==> src/include/pipe_ctrl_consts.svh <==
// Constants for the five-stage pipeline control block
`ifndef PIPE_CTRL_CONSTS_SVH
`define PIPE_CTRL_CONSTS_SVH
`define RESET_PC 32'h0000_0000
`define EXC_VECTOR 32'h0000_0080
`define ZERO_REG 5'h00
`define LINK_REG 5'h1F
`define RS_LSB 21
`define RT_LSB 16
`define RD_LSB 11
`define REG_IDX_W 5
`define JUMP_IDX_W 26
`define UNMAPPED_SEG_BIT 31
`define PHYS_ADDR_W 29
`define WORD_BYTES 3'h4
`define SEQ_OFFSET 32'h0000_0004
`define LINK_OFFSET 32'h0000_0008
`define STRAP_CAPTURE 2'h2
`define STRAP_DONE 2'h3
`define BIG_ENDIAN_RESET 1'b1
`endif

==> src/include/pipe_ctrl_pkg.sv <==
// Types shared by the pipeline control block
package pipe_ctrl_pkg;
	typedef enum logic [1:0] {FMT_REG = 2'b00, FMT_IMM = 2'b01, FMT_JUMP = 2'b10} fmt_t;
	typedef enum logic [1:0] {MEM_NONE = 2'b00, MEM_LOAD = 2'b01, MEM_STORE = 2'b10} mem_kind_t;
	typedef enum logic [1:0] {PART_WHOLE = 2'b00, PART_LEFT = 2'b01, PART_RIGHT = 2'b10} part_t;
	typedef enum logic [1:0] {BR_NONE = 2'b00, BR_JUMP = 2'b01, BR_EQ = 2'b10, BR_NE = 2'b11} branch_kind_t;
	typedef struct packed {
		fmt_t fmt;
		mem_kind_t mem_kind;
		logic [2:0] size;
		part_t part;
		logic signed_load;
		logic writes;
		logic link;
		logic zero_ext;
		branch_kind_t branch;
		logic reads_hilo;
		logic starts_muldiv;
		logic [3:0] alu_op;
	} hint_t;
	typedef struct packed {
		logic valid;
		logic [31:0] pc;
		hint_t hint;
		logic [4:0] dest;
		logic [31:0] op_a;
		logic [31:0] op_b;
		logic [31:0] rt_val;
		logic [15:0] imm;
	} ex_stage_t;
	typedef struct packed {
		logic valid;
		logic [31:0] pc;
		hint_t hint;
		logic [4:0] dest;
		logic [31:0] result;
		logic [31:0] rt_val;
		logic [2:0] size;
		logic [1:0] low_lane;
		logic exc;
	} mem_stage_t;
	typedef struct packed {
		logic valid;
		logic is_load;
		logic writes;
		logic [4:0] dest;
		logic [31:0] data;
	} wb_stage_t;
endpackage : pipe_ctrl_pkg

==> src/pipe_ctrl.sv <==
// Five-stage pipeline control: sequencing, forwarding, interlock, delay slots, exceptions, byte lanes
//
// Overview of operation
// [RL1] Five stages: fetch, read, execute, access, write-back
// [RL2] Fetch translates address, reads instruction cache
// [RL3] Read stage decodes, reads register file
// [RL4] Data cache touched only by loads/stores
// [RL5] Write-back stage writes register file
// [RL6] New instruction may start every cycle
// [RL7] Forward execute result, no stall
// [RL8] Product register reads wait for multiply/divide
// [RL9] Load result usable two instructions later
// [RL10] Left/right load merges with preceding load
// [RL11] One delay slot after jump or branch
// [RL12] Exception: older complete, younger abort
// [RL13] One aligned word, three formats
// [RL14] Address is base plus signed offset
// [RL15] Big-endian word at 00: all lanes
// [RL16] Big-endian tri-byte: 00 lanes 3-1, 01 2-0
// [RL17] Big-endian halfword: 00 lanes 3-2, 10 1-0
// [RL18] Big-endian byte: exactly one lane
// [RL19] Lane enables show used bytes, legal combos
// [RL20] Little-endian lane mapping is mirrored
// [RL21] Order strapped at reset, user flip
// [RL22] Aborted never write; zero register never forwarded
`timescale 1ns/1ps
`default_nettype none
`include "pipe_ctrl_consts.svh"

module pipe_ctrl
	import pipe_ctrl_pkg::*;
(
	input wire logic ref_clk,
	input wire logic rst_n,
	input wire logic endian_strap,
	input wire logic user_mode,
	input wire logic user_byte_order_flip,
	output logic fetch_req,
	output logic [31:0] fetch_addr,
	input wire logic [31:0] icache_word,
	input wire logic icache_valid,
	output logic [31:0] rd_instr,
	input wire hint_t rd_hint,
	output logic [4:0] rf_raddr_a,
	output logic [4:0] rf_raddr_b,
	input wire logic [31:0] rf_rdata_a,
	input wire logic [31:0] rf_rdata_b,
	output logic [31:0] alu_op_a,
	output logic [31:0] alu_op_b,
	output logic [3:0] alu_ctl,
	input wire logic [31:0] alu_result,
	input wire logic alu_overflow,
	input wire logic muldiv_busy,
	output logic dmem_req,
	output logic dmem_we,
	output logic [31:0] dmem_addr,
	output logic [3:0] byte_lane_enable,
	output logic [31:0] dmem_wdata,
	input wire logic [31:0] dmem_rdata,
	input wire logic dmem_ready,
	output logic rf_we,
	output logic [4:0] rf_waddr,
	output logic [31:0] rf_wdata,
	output logic exc_taken,
	output logic [31:0] exc_pc
);

	////////////////////////////////////////////////////////////////////////////
	function automatic logic [5:0] byte_shift(input logic [2:0] n);
		byte_shift = {n, 3'b000};
	endfunction : byte_shift

	function automatic logic [31:0] translate(input logic [31:0] va);
		translate = va[`UNMAPPED_SEG_BIT] ? {3'b000, va[`PHYS_ADDR_W-1:0]} : va;
	endfunction : translate

	function automatic logic [3:0] lane_mask(input logic [2:0] size, input logic [1:0] start, input logic big);
		logic [3:0] span;
		span = 4'hF >> (`WORD_BYTES - size);
		lane_mask = big ? ((span << (`WORD_BYTES - size)) >> start) : (span << start);
	endfunction : lane_mask

	////////////////////////////////////////////////////////////////////////////
	logic strap_meta;
	logic strap_sync;
	logic [1:0] strap_settle;
	logic strap_big;
	logic [31:0] pc;
	logic rd_valid;
	logic [31:0] rd_pc;
	ex_stage_t ex;
	mem_stage_t mem;
	wb_stage_t wb;
	logic mem_wait;
	logic flush;
	logic hilo_stall;
	logic rd_hold;
	logic rd_advance;
	logic [31:0] fwd_a;
	logic [31:0] fwd_b;
	logic take_branch;
	logic [31:0] branch_target;
	logic [31:0] ex_result;
	logic [31:0] mem_value;

	assign rf_raddr_a = rd_instr[`RS_LSB +: `REG_IDX_W];
	assign rf_raddr_b = rd_instr[`RT_LSB +: `REG_IDX_W];
	assign alu_op_a = ex.op_a;
	assign alu_op_b = ex.op_b;
	assign alu_ctl = ex.hint.alu_op;
	assign dmem_addr = mem.result;
	assign rf_waddr = wb.dest;
	assign rf_wdata = wb.data;

	////////////////////////////////////////////////////////////////////////////
	// [RL21] Strap synchroniser
	always_ff @(posedge ref_clk or negedge rst_n) begin
		if (!rst_n) begin
			strap_meta <= 1'b0;
			strap_sync <= 1'b0;
		end else begin
			strap_meta <= endian_strap;
			strap_sync <= strap_meta;
		end
	end

	// [RL21] Order caught after release
	always_ff @(posedge ref_clk or negedge rst_n) begin
		if (!rst_n) begin
			strap_settle <= 2'h0;
			strap_big <= `BIG_ENDIAN_RESET;
		end else if (strap_settle != `STRAP_DONE) begin
			strap_settle <= strap_settle + 2'h1;
			if (strap_settle == `STRAP_CAPTURE) begin
				strap_big <= strap_sync;
			end
		end
	end

	////////////////////////////////////////////////////////////////////////////
	// [RL8] Product register interlock
	assign hilo_stall = rd_valid && rd_hint.reads_hilo && (muldiv_busy || (ex.valid && ex.hint.starts_muldiv));
	assign mem_wait = dmem_req && !dmem_ready;
	// [RL12] Exception taken at access stage
	assign flush = mem.valid && mem.exc;
	assign rd_hold = hilo_stall || (rd_valid && rd_hint.branch != BR_NONE && !icache_valid);
	assign rd_advance = !flush && !mem_wait && !rd_hold;
	assign ex_result = ex.hint.link ? ex.pc + `LINK_OFFSET : alu_result;

	// [RL7] Forward newest value
	// [RL9] Loads not forwarded from execute
	function automatic logic [31:0] forward(input logic [4:0] src, input logic [31:0] rf_val);
		// [RL22] Zero register never forwarded
		if (src == `ZERO_REG) begin
			forward = 32'h0000_0000;
		end else if (ex.valid && ex.hint.writes && ex.hint.mem_kind != MEM_LOAD && ex.dest == src) begin
			forward = ex_result;
		end else if (mem.valid && mem.hint.writes && mem.dest == src) begin
			forward = mem_value;
		end else if (wb.valid && wb.writes && wb.dest == src) begin
			forward = wb.data;
		end else begin
			forward = rf_val;
		end
	endfunction : forward

	// [RL11] Branch resolved in read stage
	always_comb begin
		fwd_a = forward(rf_raddr_a, rf_rdata_a);
		fwd_b = forward(rf_raddr_b, rf_rdata_b);
		branch_target = rd_pc + `SEQ_OFFSET + {{14{rd_instr[15]}}, rd_instr[15:0], 2'b00};
		unique case (rd_hint.branch)
			BR_NONE: take_branch = 1'b0;
			BR_JUMP: begin
				take_branch = 1'b1;
				branch_target = {rd_pc[31:28], rd_instr[`JUMP_IDX_W-1:0], 2'b00};
			end
			BR_EQ: take_branch = fwd_a == fwd_b;
			BR_NE: take_branch = fwd_a != fwd_b;
		endcase
		take_branch = take_branch && rd_valid;
	end

	////////////////////////////////////////////////////////////////////////////
	// [RL2] Fetch and translate
	always_ff @(posedge ref_clk or negedge rst_n) begin
		if (!rst_n) begin
			pc <= `RESET_PC;
			fetch_addr <= `RESET_PC;
			fetch_req <= 1'b0;
		end else begin
			fetch_req <= 1'b1;
			if (flush) begin
				pc <= `EXC_VECTOR;
				fetch_addr <= translate(`EXC_VECTOR);
			end else if (rd_advance && take_branch) begin
				pc <= branch_target;
				fetch_addr <= translate(branch_target);
			// [RL6] Next word each cycle
			end else if (rd_advance && icache_valid && fetch_req) begin
				pc <= pc + `SEQ_OFFSET;
				fetch_addr <= translate(pc + `SEQ_OFFSET);
			end
		end
	end

	// [RL1] Stage registers advance together except on a read-stage hold, which holds read and sends a bubble to execute
	// [RL13] One word per instruction
	always_ff @(posedge ref_clk or negedge rst_n) begin
		if (!rst_n) begin
			rd_valid <= 1'b0;
			rd_pc <= `RESET_PC;
			rd_instr <= 32'h0000_0000;
		end else if (flush) begin
			rd_valid <= 1'b0;
		end else if (rd_advance) begin
			rd_valid <= icache_valid && fetch_req;
			rd_pc <= pc;
			rd_instr <= icache_word;
		end
	end

	// [RL3] Decode fields, latch operands
	always_ff @(posedge ref_clk or negedge rst_n) begin
		if (!rst_n) begin
			ex <= '0;
		end else if (flush || (!mem_wait && rd_hold)) begin
			ex.valid <= 1'b0;
		end else if (!mem_wait) begin
			ex.valid <= rd_valid;
			ex.pc <= rd_pc;
			ex.hint <= rd_hint;
			ex.op_a <= fwd_a;
			ex.rt_val <= fwd_b;
			ex.imm <= rd_instr[15:0];
			unique case (rd_hint.fmt)
				FMT_REG: ex.dest <= rd_instr[`RD_LSB +: `REG_IDX_W];
				FMT_IMM: ex.dest <= rf_raddr_b;
				FMT_JUMP: ex.dest <= rd_hint.link ? `LINK_REG : `ZERO_REG;
				default: ex.dest <= `ZERO_REG;
			endcase
			if (rd_hint.fmt == FMT_IMM) begin
				ex.op_b <= rd_hint.zero_ext ? {16'h0000, rd_instr[15:0]} : {{16{rd_instr[15]}}, rd_instr[15:0]};
			end else begin
				ex.op_b <= fwd_b;
			end
		end
	end

	////////////////////////////////////////////////////////////////////////////
	logic big;
	logic [31:0] ea;
	logic [2:0] acc_size;
	logic [1:0] acc_start;
	logic [1:0] acc_low;
	logic misaligned;
	logic ex_exc;
	logic [31:0] store_pre;

	// [RL14] Base plus signed offset
	// [RL21] User flip of byte order
	always_comb begin
		big = strap_big ^ (user_mode && user_byte_order_flip);
		ea = ex.op_a + {{16{ex.imm[15]}}, ex.imm};
		acc_size = ex.hint.size;
		acc_start = ea[1:0];
		if (ex.hint.part != PART_WHOLE) begin
			if ((ex.hint.part == PART_LEFT) == big) begin
				acc_size = `WORD_BYTES - {1'b0, ea[1:0]};
			end else begin
				acc_size = {1'b0, ea[1:0]} + 3'h1;
				acc_start = 2'h0;
			end
		end
		acc_low = big ? 2'(`WORD_BYTES - {1'b0, acc_start} - acc_size) : acc_start;
		// [RL19] Only listed combinations legal
		misaligned = ex.hint.part == PART_WHOLE &&
			((acc_size == `WORD_BYTES && ea[1:0] != 2'h0) || (acc_size == 3'h2 && ea[0]) || (acc_size == 3'h3 && ea[1]));
		ex_exc = ex.valid && (alu_overflow || (misaligned && ex.hint.mem_kind != MEM_NONE));
		store_pre = ex.hint.part == PART_LEFT ? ex.rt_val >> byte_shift(`WORD_BYTES - acc_size) : ex.rt_val;
	end

	// [RL4] Cache access for loads, stores only
	always_ff @(posedge ref_clk or negedge rst_n) begin
		if (!rst_n) begin
			mem <= '0;
			dmem_req <= 1'b0;
			dmem_we <= 1'b0;
			byte_lane_enable <= 4'h0;
			dmem_wdata <= 32'h0000_0000;
		end else if (flush) begin
			mem.valid <= 1'b0;
			dmem_req <= 1'b0;
			dmem_we <= 1'b0;
		end else if (!mem_wait) begin
			mem.valid <= ex.valid;
			mem.pc <= ex.pc;
			mem.hint <= ex.hint;
			mem.dest <= ex.dest;
			mem.rt_val <= ex.rt_val;
			mem.size <= acc_size;
			mem.low_lane <= acc_low;
			mem.exc <= ex_exc;
			mem.result <= ex.hint.mem_kind != MEM_NONE ? ea : ex_result;
			dmem_req <= ex.valid && !ex_exc && ex.hint.mem_kind != MEM_NONE;
			dmem_we <= ex.valid && !ex_exc && ex.hint.mem_kind == MEM_STORE;
			// [RL15] [RL16] [RL17] [RL18] [RL20] Lane enables
			byte_lane_enable <= lane_mask(acc_size, acc_start, big);
			dmem_wdata <= store_pre << byte_shift({1'b0, acc_low});
		end
	end

	////////////////////////////////////////////////////////////////////////////
	logic [31:0] aligned;
	logic [31:0] merge_base;
	logic [31:0] keep_mask;

	always_comb begin
		aligned = dmem_rdata >> byte_shift({1'b0, mem.low_lane});
		merge_base = mem.rt_val;
		// [RL10] Merge against preceding load
		if (wb.valid && wb.is_load && wb.dest == mem.dest && mem.dest != `ZERO_REG) begin
			merge_base = wb.data;
		end
		keep_mask = 32'h0000_0000;
		mem_value = mem.result;
		if (mem.hint.mem_kind == MEM_LOAD) begin
			unique case (mem.hint.part)
				PART_LEFT: begin
					keep_mask = 32'hFFFF_FFFF >> byte_shift(mem.size);
					mem_value = (aligned << byte_shift(`WORD_BYTES - mem.size)) | (merge_base & keep_mask);
				end
				PART_RIGHT: begin
					keep_mask = ~(32'hFFFF_FFFF >> byte_shift(`WORD_BYTES - mem.size));
					mem_value = (aligned & ~keep_mask) | (merge_base & keep_mask);
				end
				default: begin
					if (mem.size == 3'h1) begin
						mem_value = {{24{mem.hint.signed_load && aligned[7]}}, aligned[7:0]};
					end else if (mem.size == 3'h2) begin
						mem_value = {{16{mem.hint.signed_load && aligned[15]}}, aligned[15:0]};
					end else begin
						mem_value = aligned;
					end
				end
			endcase
		end
	end

	// [RL5] Write-back into register file
	// [RL22] Aborted instructions never write
	always_ff @(posedge ref_clk or negedge rst_n) begin
		if (!rst_n) begin
			wb <= '0;
			rf_we <= 1'b0;
		end else begin
			rf_we <= !mem_wait && mem.valid && !mem.exc && mem.hint.writes && mem.dest != `ZERO_REG;
			if (!mem_wait) begin
				wb.valid <= mem.valid && !mem.exc;
				wb.is_load <= mem.hint.mem_kind == MEM_LOAD;
				wb.writes <= mem.hint.writes;
				wb.dest <= mem.dest;
				wb.data <= mem_value;
			end
		end
	end

	// [RL12] Report exception point
	always_ff @(posedge ref_clk or negedge rst_n) begin
		if (!rst_n) begin
			exc_taken <= 1'b0;
			exc_pc <= `RESET_PC;
		end else begin
			exc_taken <= flush;
			if (flush) begin
				exc_pc <= mem.pc;
			end
		end
	end
endmodule : pipe_ctrl
`default_nettype wire

==> config.mk <==
export PLATFORM = sky130hd
export DESIGN_NAME = pipe_ctrl
export DESIGN_NICKNAME = d
export VERILOG_FILES = /design/src/include/pipe_ctrl_pkg.sv /design/src/pipe_ctrl.sv
export VERILOG_INCLUDE_DIRS = /design/src /design/src/include
export SDC_FILE = /design/constraint.sdc
export NUM_CORES = 2
export LEC_CHECK = 0
export BUFFER_PORTS_ARGS = -buffer_cell sky130_fd_sc_hd__clkbuf_2
export CAP_MARGIN = 10
export CELL_PAD_IN_SITES_DETAIL_PLACEMENT = 2
export CELL_PAD_IN_SITES_GLOBAL_PLACEMENT = 2
export CORE_ASPECT_RATIO = 1.75
export CORE_MARGIN = 2
export CORE_UTILIZATION = 35
export DETAILED_ROUTE_END_ITERATION = 10
export PLACE_DENSITY_LB_ADDON = 0.1
export RECOVER_POWER = 100
export SLEW_MARGIN = 15
export SYNTH_ARGS = -nofsm -noshare
export SYNTH_HDL_FRONTEND = slang
export SYNTH_SLANG_ARGS = --single-unit
==> constraint.sdc <==
create_clock -name ref_clk -period 7.1 [get_ports ref_clk]
set_clock_uncertainty 0.05 [all_clocks]
set_input_delay 0.71 -clock ref_clk [delete_from_list [all_inputs] [get_ports ref_clk]]
set_output_delay 0.71 -clock ref_clk [all_outputs]
set_load 0.01 [all_outputs]
## After elaboration in Yosys (flattened, before gate mapping)

Index checks and enable logic that the tools add are counted.

- Flip-flop bits (word level): 547

- Add/sub/neg operators: 12
- Bitwise logic cells: 11
- Reduce and logical (&&, ||, !) cells: 74
- Eq/ne operators: 30
- Mux-type cells: 46
- Shift operators: 10

Operator list:

| cell | count |
|---|---|
| $mux 32 | 24 |
| $mux 171 | 1 |
| $mux 129 | 1 |
| $and 32x32->32 | 3 |
| $add 32x3->32 const B | 2 |
| $add 32x32->32 | 2 |
| $not 32->32 | 2 |
| $or 32x32->32 | 2 |
| $pmux 32 s2 | 1 |
| $shr 32x6->32 const A | 2 |
| $mux 31 | 2 |
| $logic_and 1x1->1 | 45 |
| $eq 5x5->1 | 7 |
| $add 32x4->32 const B | 1 |
| $eq 32x32->1 | 1 |
| $ne 32x32->1 | 1 |
| $shl 32x5->32 | 1 |
| $shl 32x6->32 | 1 |
| $shr 32x5->32 | 1 |
| $shr 32x6->32 | 1 |
| $pmux 5 s3 | 1 |
| $eq 2x2->1 const B | 6 |
| $eq 2x1->1 const B | 5 |
| $logic_not 5->1 | 2 |
| other kinds (31) | 68 |

## Logic depth before layout (Yosys ltp)

- Word-level depth: 18
- Mapped depth: 22
- Depth with buffers taken out: 20

## Worst setup path after synthesis

No wires, ideal clock.

- Path kind: register -> register
- Start: reg mem[3] in the netlist's numbering
- End: reg pc[18]
- Path slack: 1924 ps
- Arrival time: 4988 ps
- Stages on the path, launching flop included: 22
- Library setup time: 138 ps
- Data required time: 6912 ps
- Period minus slack after synthesis: 5176 ps
- Cells stage by stage: dfrtp_1 buf_2 buf_2 inv_1 ha_1 ha_1 buf_2 and2b_1 and2_1 clkbuf_1 a2111oi_0 a211oi_1 o221ai_1 o211ai_1 a32o_1 a2111oi_2 nand4_2 nor3_4 mux2i_1 buf_2 buf_2 a211oi_1

- Longest elaborated chain between the ends: 17
- Elaborated cells on any way between the ends: 31
- Those cells by class: 1 x add/sub; 4 x eq/ne; 3 x shift; 13 x mux; 7 x bitwise; 3 x reduce/logical

RTL lines:

| item | RTL line | RTL |
|---|---|---|
| from (decl) | pipe_ctrl.sv:92 | `mem_stage_t mem;` |
| $sub 3x3->3 (no line) | - |  |
| $shr 32x6->32 | pipe_ctrl.sv:334 | `` keep_mask = ~(32'hFFFF_FFFF >> byte_shift(`WORD_BYTES - mem.size)); `` |
| $not 32->32 | pipe_ctrl.sv:334 |  |
| $not 32->32 | pipe_ctrl.sv:335 | `mem_value = (aligned & ~keep_mask) \| (merge_base & keep_mask);` |
| $and 32x32->32 | pipe_ctrl.sv:335 |  |
| $or 32x32->32 | pipe_ctrl.sv:335 |  |
| $pmux 32 s2 (*) | pipe_ctrl.sv:328 | `unique case (mem.hint.part)` |
| $mux 32 (*) | pipe_ctrl.sv:327 | `if (mem.hint.mem_kind == MEM_LOAD) begin` |
| $mux 32 | pipe_ctrl.sv:158 | `end else if (mem.valid && mem.hint.writes && mem.dest == src) begin` |
| $mux 32 | pipe_ctrl.sv:156 | `end else if (ex.valid && ex.hint.writes && ex.hint.mem_kind != MEM_LOAD && ex.dest == src) begin` |
| $mux 32 | pipe_ctrl.sv:154 | `` if (src == `ZERO_REG) begin `` |
| $ne 32x32->1 or $eq 32x32->1 (tied branches) | pipe_ctrl.sv:179, pipe_ctrl.sv:178 |  |
| $pmux 1 s4 (*) | pipe_ctrl.sv:172 | `unique case (rd_hint.branch)` |
| $logic_and 1x1->1 (*) | pipe_ctrl.sv:181 | `take_branch = take_branch && rd_valid;` |
| $logic_and 1x1->1 (*) | pipe_ctrl.sv:196 | `end else if (rd_advance && take_branch) begin` |
| $mux 32 | pipe_ctrl.sv:196 |  |
| $mux 32 | pipe_ctrl.sv:193 | `if (flush) begin` |
| to (signal assigned) | pipe_ctrl.sv:194 | `` pc <= `EXC_VECTOR; `` |
| to (signal assigned) | pipe_ctrl.sv:197 | `pc <= branch_target;` |
| to (signal assigned) | pipe_ctrl.sv:201 | `` pc <= pc + `SEQ_OFFSET; `` |
| to (decl) | pipe_ctrl.sv:88 | `logic [31:0] pc;` |

Every way passes the cells marked *; elsewhere a longest branch is shown, timed or not.
A chain may end at the register's enable or synchronous reset.

## Final worst setup path

- Start: reg mem[128] in the netlist's numbering
- End: reg ex, in the netlist alu_op_a[31]

- Longest elaborated chain between the ends: 5
- Elaborated cells on any way between the ends: 9
- Those cells by class: 3 x mux; 1 x bitwise; 5 x reduce/logical

RTL lines:

| item | RTL line | RTL |
|---|---|---|
| $logic_and 1x1->1 (2 in a row) | pipe_ctrl.sv:158 |  |
| $mux 32 | pipe_ctrl.sv:158 |  |
| $mux 32 | pipe_ctrl.sv:156 |  |
| $mux 32 | pipe_ctrl.sv:154 |  |
| to (decl) | pipe_ctrl.sv:91 | `ex_stage_t ex;` |

Several ways; a longest one is shown, not always the timed one.

==> run metrics <==
FFs w/ async S/R, synth=100%; share of cells above drive strength 1=a little over a tenth; FF-to-FF End=alu_op_a[31]; die extent in y=between 400 and 500 µm; RSZ-0062 raised after global routing=false; CTS tree=done; Crit. End Element=register; hold depth=1; PortBufs=between 400 and 500; WP data arrival=7.04 ns; Syn Area/Cell=between 7 and 8 µm²; Worst Setup Start Kind=register; die area=between 90000 and 100000 µm²; Worst-Margin Slew=around 5.9 ns; row count=150; synth unique cells=97; CTS Buffer Depth=3; initial DRC count=between 2000 and 2500; pin count of the biggest net entering global routing=174; Post-synth EDFFs=0; reg2reg setup slack=0.59 ns; TritonCTS Buffers=53; largest fanout on the critical path=77; Initial Utilization=about a third; 1st-pass router iterations=5; multi-input logic area=between 15000 and 20000 µm²; routed vias=between 30000 and 40000; Sink Count=between 400 and 500; fin. max-slew vios=around 810; Root Buffer=clkbuf_16; failing checks=max-capacitance violations, max-slew violations; Antenna Violating Nets Remaining=0; Final min period=6.51 ns; IO Count=around 470; Tot GR Track Use=about 40%; Worst Hold End=strap_meta; drt total wl=between 150000 and 200000 µm; total negative slack=0 ns; Vias per Instance=approximately 6.1; top post-synthesis cells by area=dfrtp_1 37%, nand2_1 13%, ha_1 4.1%; Placed Instances=5634; global-route wire length before repair=roughly 280000 µm; H-tree Lvls=2; WL/cell=about 35 µm; DR DRC count=0; vias in the first global route=roughly 37000; Max Cap Viol=11; DP HPWL=between 150000 and 200000 µm; status=finished with violations; fill cell count=11200; Worst Setup SP=mem[128]; P_leak=roughly 0.017 µW; critical path class=register to register; HP Class=primary input to register; core area=between 90000 and 100000 µm²; initial antenna violation count=6; Post CTS Setup Buffer Count=0; CTS clk-pin slew, worst paths=about 0.07 ns; Hold Buf Count CTS=1; most common cell after layout, fill and taps aside=nand2_1; reg2reg path depth=8; WHS=around 0.12 ns; Seq/Total Area, Yosys=36.9%; fin cells=5738; CP Data Required Time=between 7 and 8 ns; synthesis-to-layout area growth=12.0%; Yosys top cell by area=dfrtp_1; flops & latches, synth=around 500; Max Freq=roughly 150 MHz; post-synth top area share=between 30 and 40%; register area=approximately 12000 µm²; Final setup viols=0; CTS resizes=0; synth warn=0; Power per Cell Area=roughly 650 nW/µm²; Slew headroom=-291%; GPL Wtd Cong=~1.1; r2r startpoint=mem[128]; Hold Crit Start=endian_strap; grt total ovfl=0; clock latency on the worst-skew pair=~0.66 ns; Die Wd=~240 µm; Nets=4779; Syn Nets=~4600; Mapped Cells=4249; period utilisation layout=around 90%; commonest cells after routing, fill and taps aside=1131 x nand2_1, 494 x dfrtp_1, 312 x clkbuf_1, 298 x nor2_1, 269 x o21ai_0; Final Hold Fails=0; Max IR drop VDD=~0.31 mV; Main synth FF type=dfrtp_1; Mapped Area=around 34000 µm²
flip-flops by register name, summed over array words and instances (netlist names), 2 cells and up:
signal	count
ex	97
mem	82
alu_op_a	32
alu_op_b	32
dmem_addr	32
dmem_wdata	32
exc_pc	32
pc	32
rd_instr	32
rd_pc	32
rf_wdata	32
rf_waddr	5
alu_ctl	4
byte_lane_enable	4
fetch_addr	4
wb	3
strap_settle	2
final cells by class:
cell class	count	area share (%)
Antenna cell	2	0.0132
Clock buffer	73	3.99
Clock inverter	26	0.829
Inverter	57	0.565
Multi-Input combinational cell	3250	49.7
Sequential cell	498	32.9
Tap cell	1216	4.02
Timing Repair Buffer	616	7.98
metrics by stage:
step                      util, %  total power, µW  setup WS, ns  instance area, µm²
after floorplan                 -            14900          1.92               33800
after CTS                    40.1            24600         0.810               38400
after global routing         39.6            25900         0.238               37900
after global placement       38.2            20900         0.947               36600
final                        39.6            24500         0.588               37900
after detailed placement     38.2            21400         0.846               36600
worst max path at each step:
stage / to / slack (ns) / cells after the start
final: alu_op_a[31] / 0.59 / 8
after floorplan: pc[18] / 1.92 / 21
after detailed placement: pc[13] / 0.85 / 19
after global routing: alu_op_a[13] / 0.24 / 8
after global placement: pc[13] / 0.95 / 19
after CTS: pc[12] / 0.81 / 19
cell families (layout without fill, tap and decap cells):
kind of cell	count (synthesis)	in the layout	synth area share (%)
xor gates and xnor gates	155	155	4.01
DFF	498	498	36.9
muxes	156	156	5.12
buffers and inverters	501	772	7.65
other	2	4	0.0222
AOI/OAI and AO/OA	1052	1052	20.0
and+or+nand+nor	1772	1772	22.1
adders and majority gates	113	113	4.23
synthesized netlist by cell type (15+ instances only):
master,number
buf_1,21
xor2_1,55
and4_1,15
buf_4,178
a22oi_1,29
a31oi_1,45
nor3_1,45
nand2b_1,31
o31ai_1,27
mux2i_1,117
buf_2,26
a211oi_1,69
mux2_2,27
ha_1,111
o221ai_1,19
and2_1,16
nand4_1,36
inv_1,53
clkbuf_1,218
a211o_1,15
a21oi_1,261
nor2b_1,22
a311oi_1,15
o211ai_1,37
a21o_1,48
and3_1,19
nand3_1,77
xnor2_1,100
o21a_1,27
nand2_1,1133
o22ai_1,34
nor4_1,19
nor2_1,300
dfrtp_1,497
a221oi_1,20
o21ai_0,269
critical path: stages, from the launching register on:
cell,delay (ns)
dfrtp_1,0.44
nand2_1,0.14
nand2_1,1.00
a21oi_1,0.70
clkbuf_1,1.58
buf_4,0.88
clkbuf_4,1.00
nand2_1,0.40
nand2_1,0.15
power by group:
group	total, µW	switching (µW)	internal [µW]
registers	6530	2330	4200
clock network	3050	1370	1680
logic	15000	10100	4870
total	24500	13800	10700
routing by layer:
layer	GRT usage [%]	vias up	wire [µm]	part of all wire, %
met5	0	-	33	0.017
met4	36.9	4	23800	12
met3	6.48	577	10400	5.2
met2	67.8	1261	95700	48
met1	40.7	17800	68800	35
li1	-	15100	-	-
No activity file was read; power rests on OpenSTA's default activity.
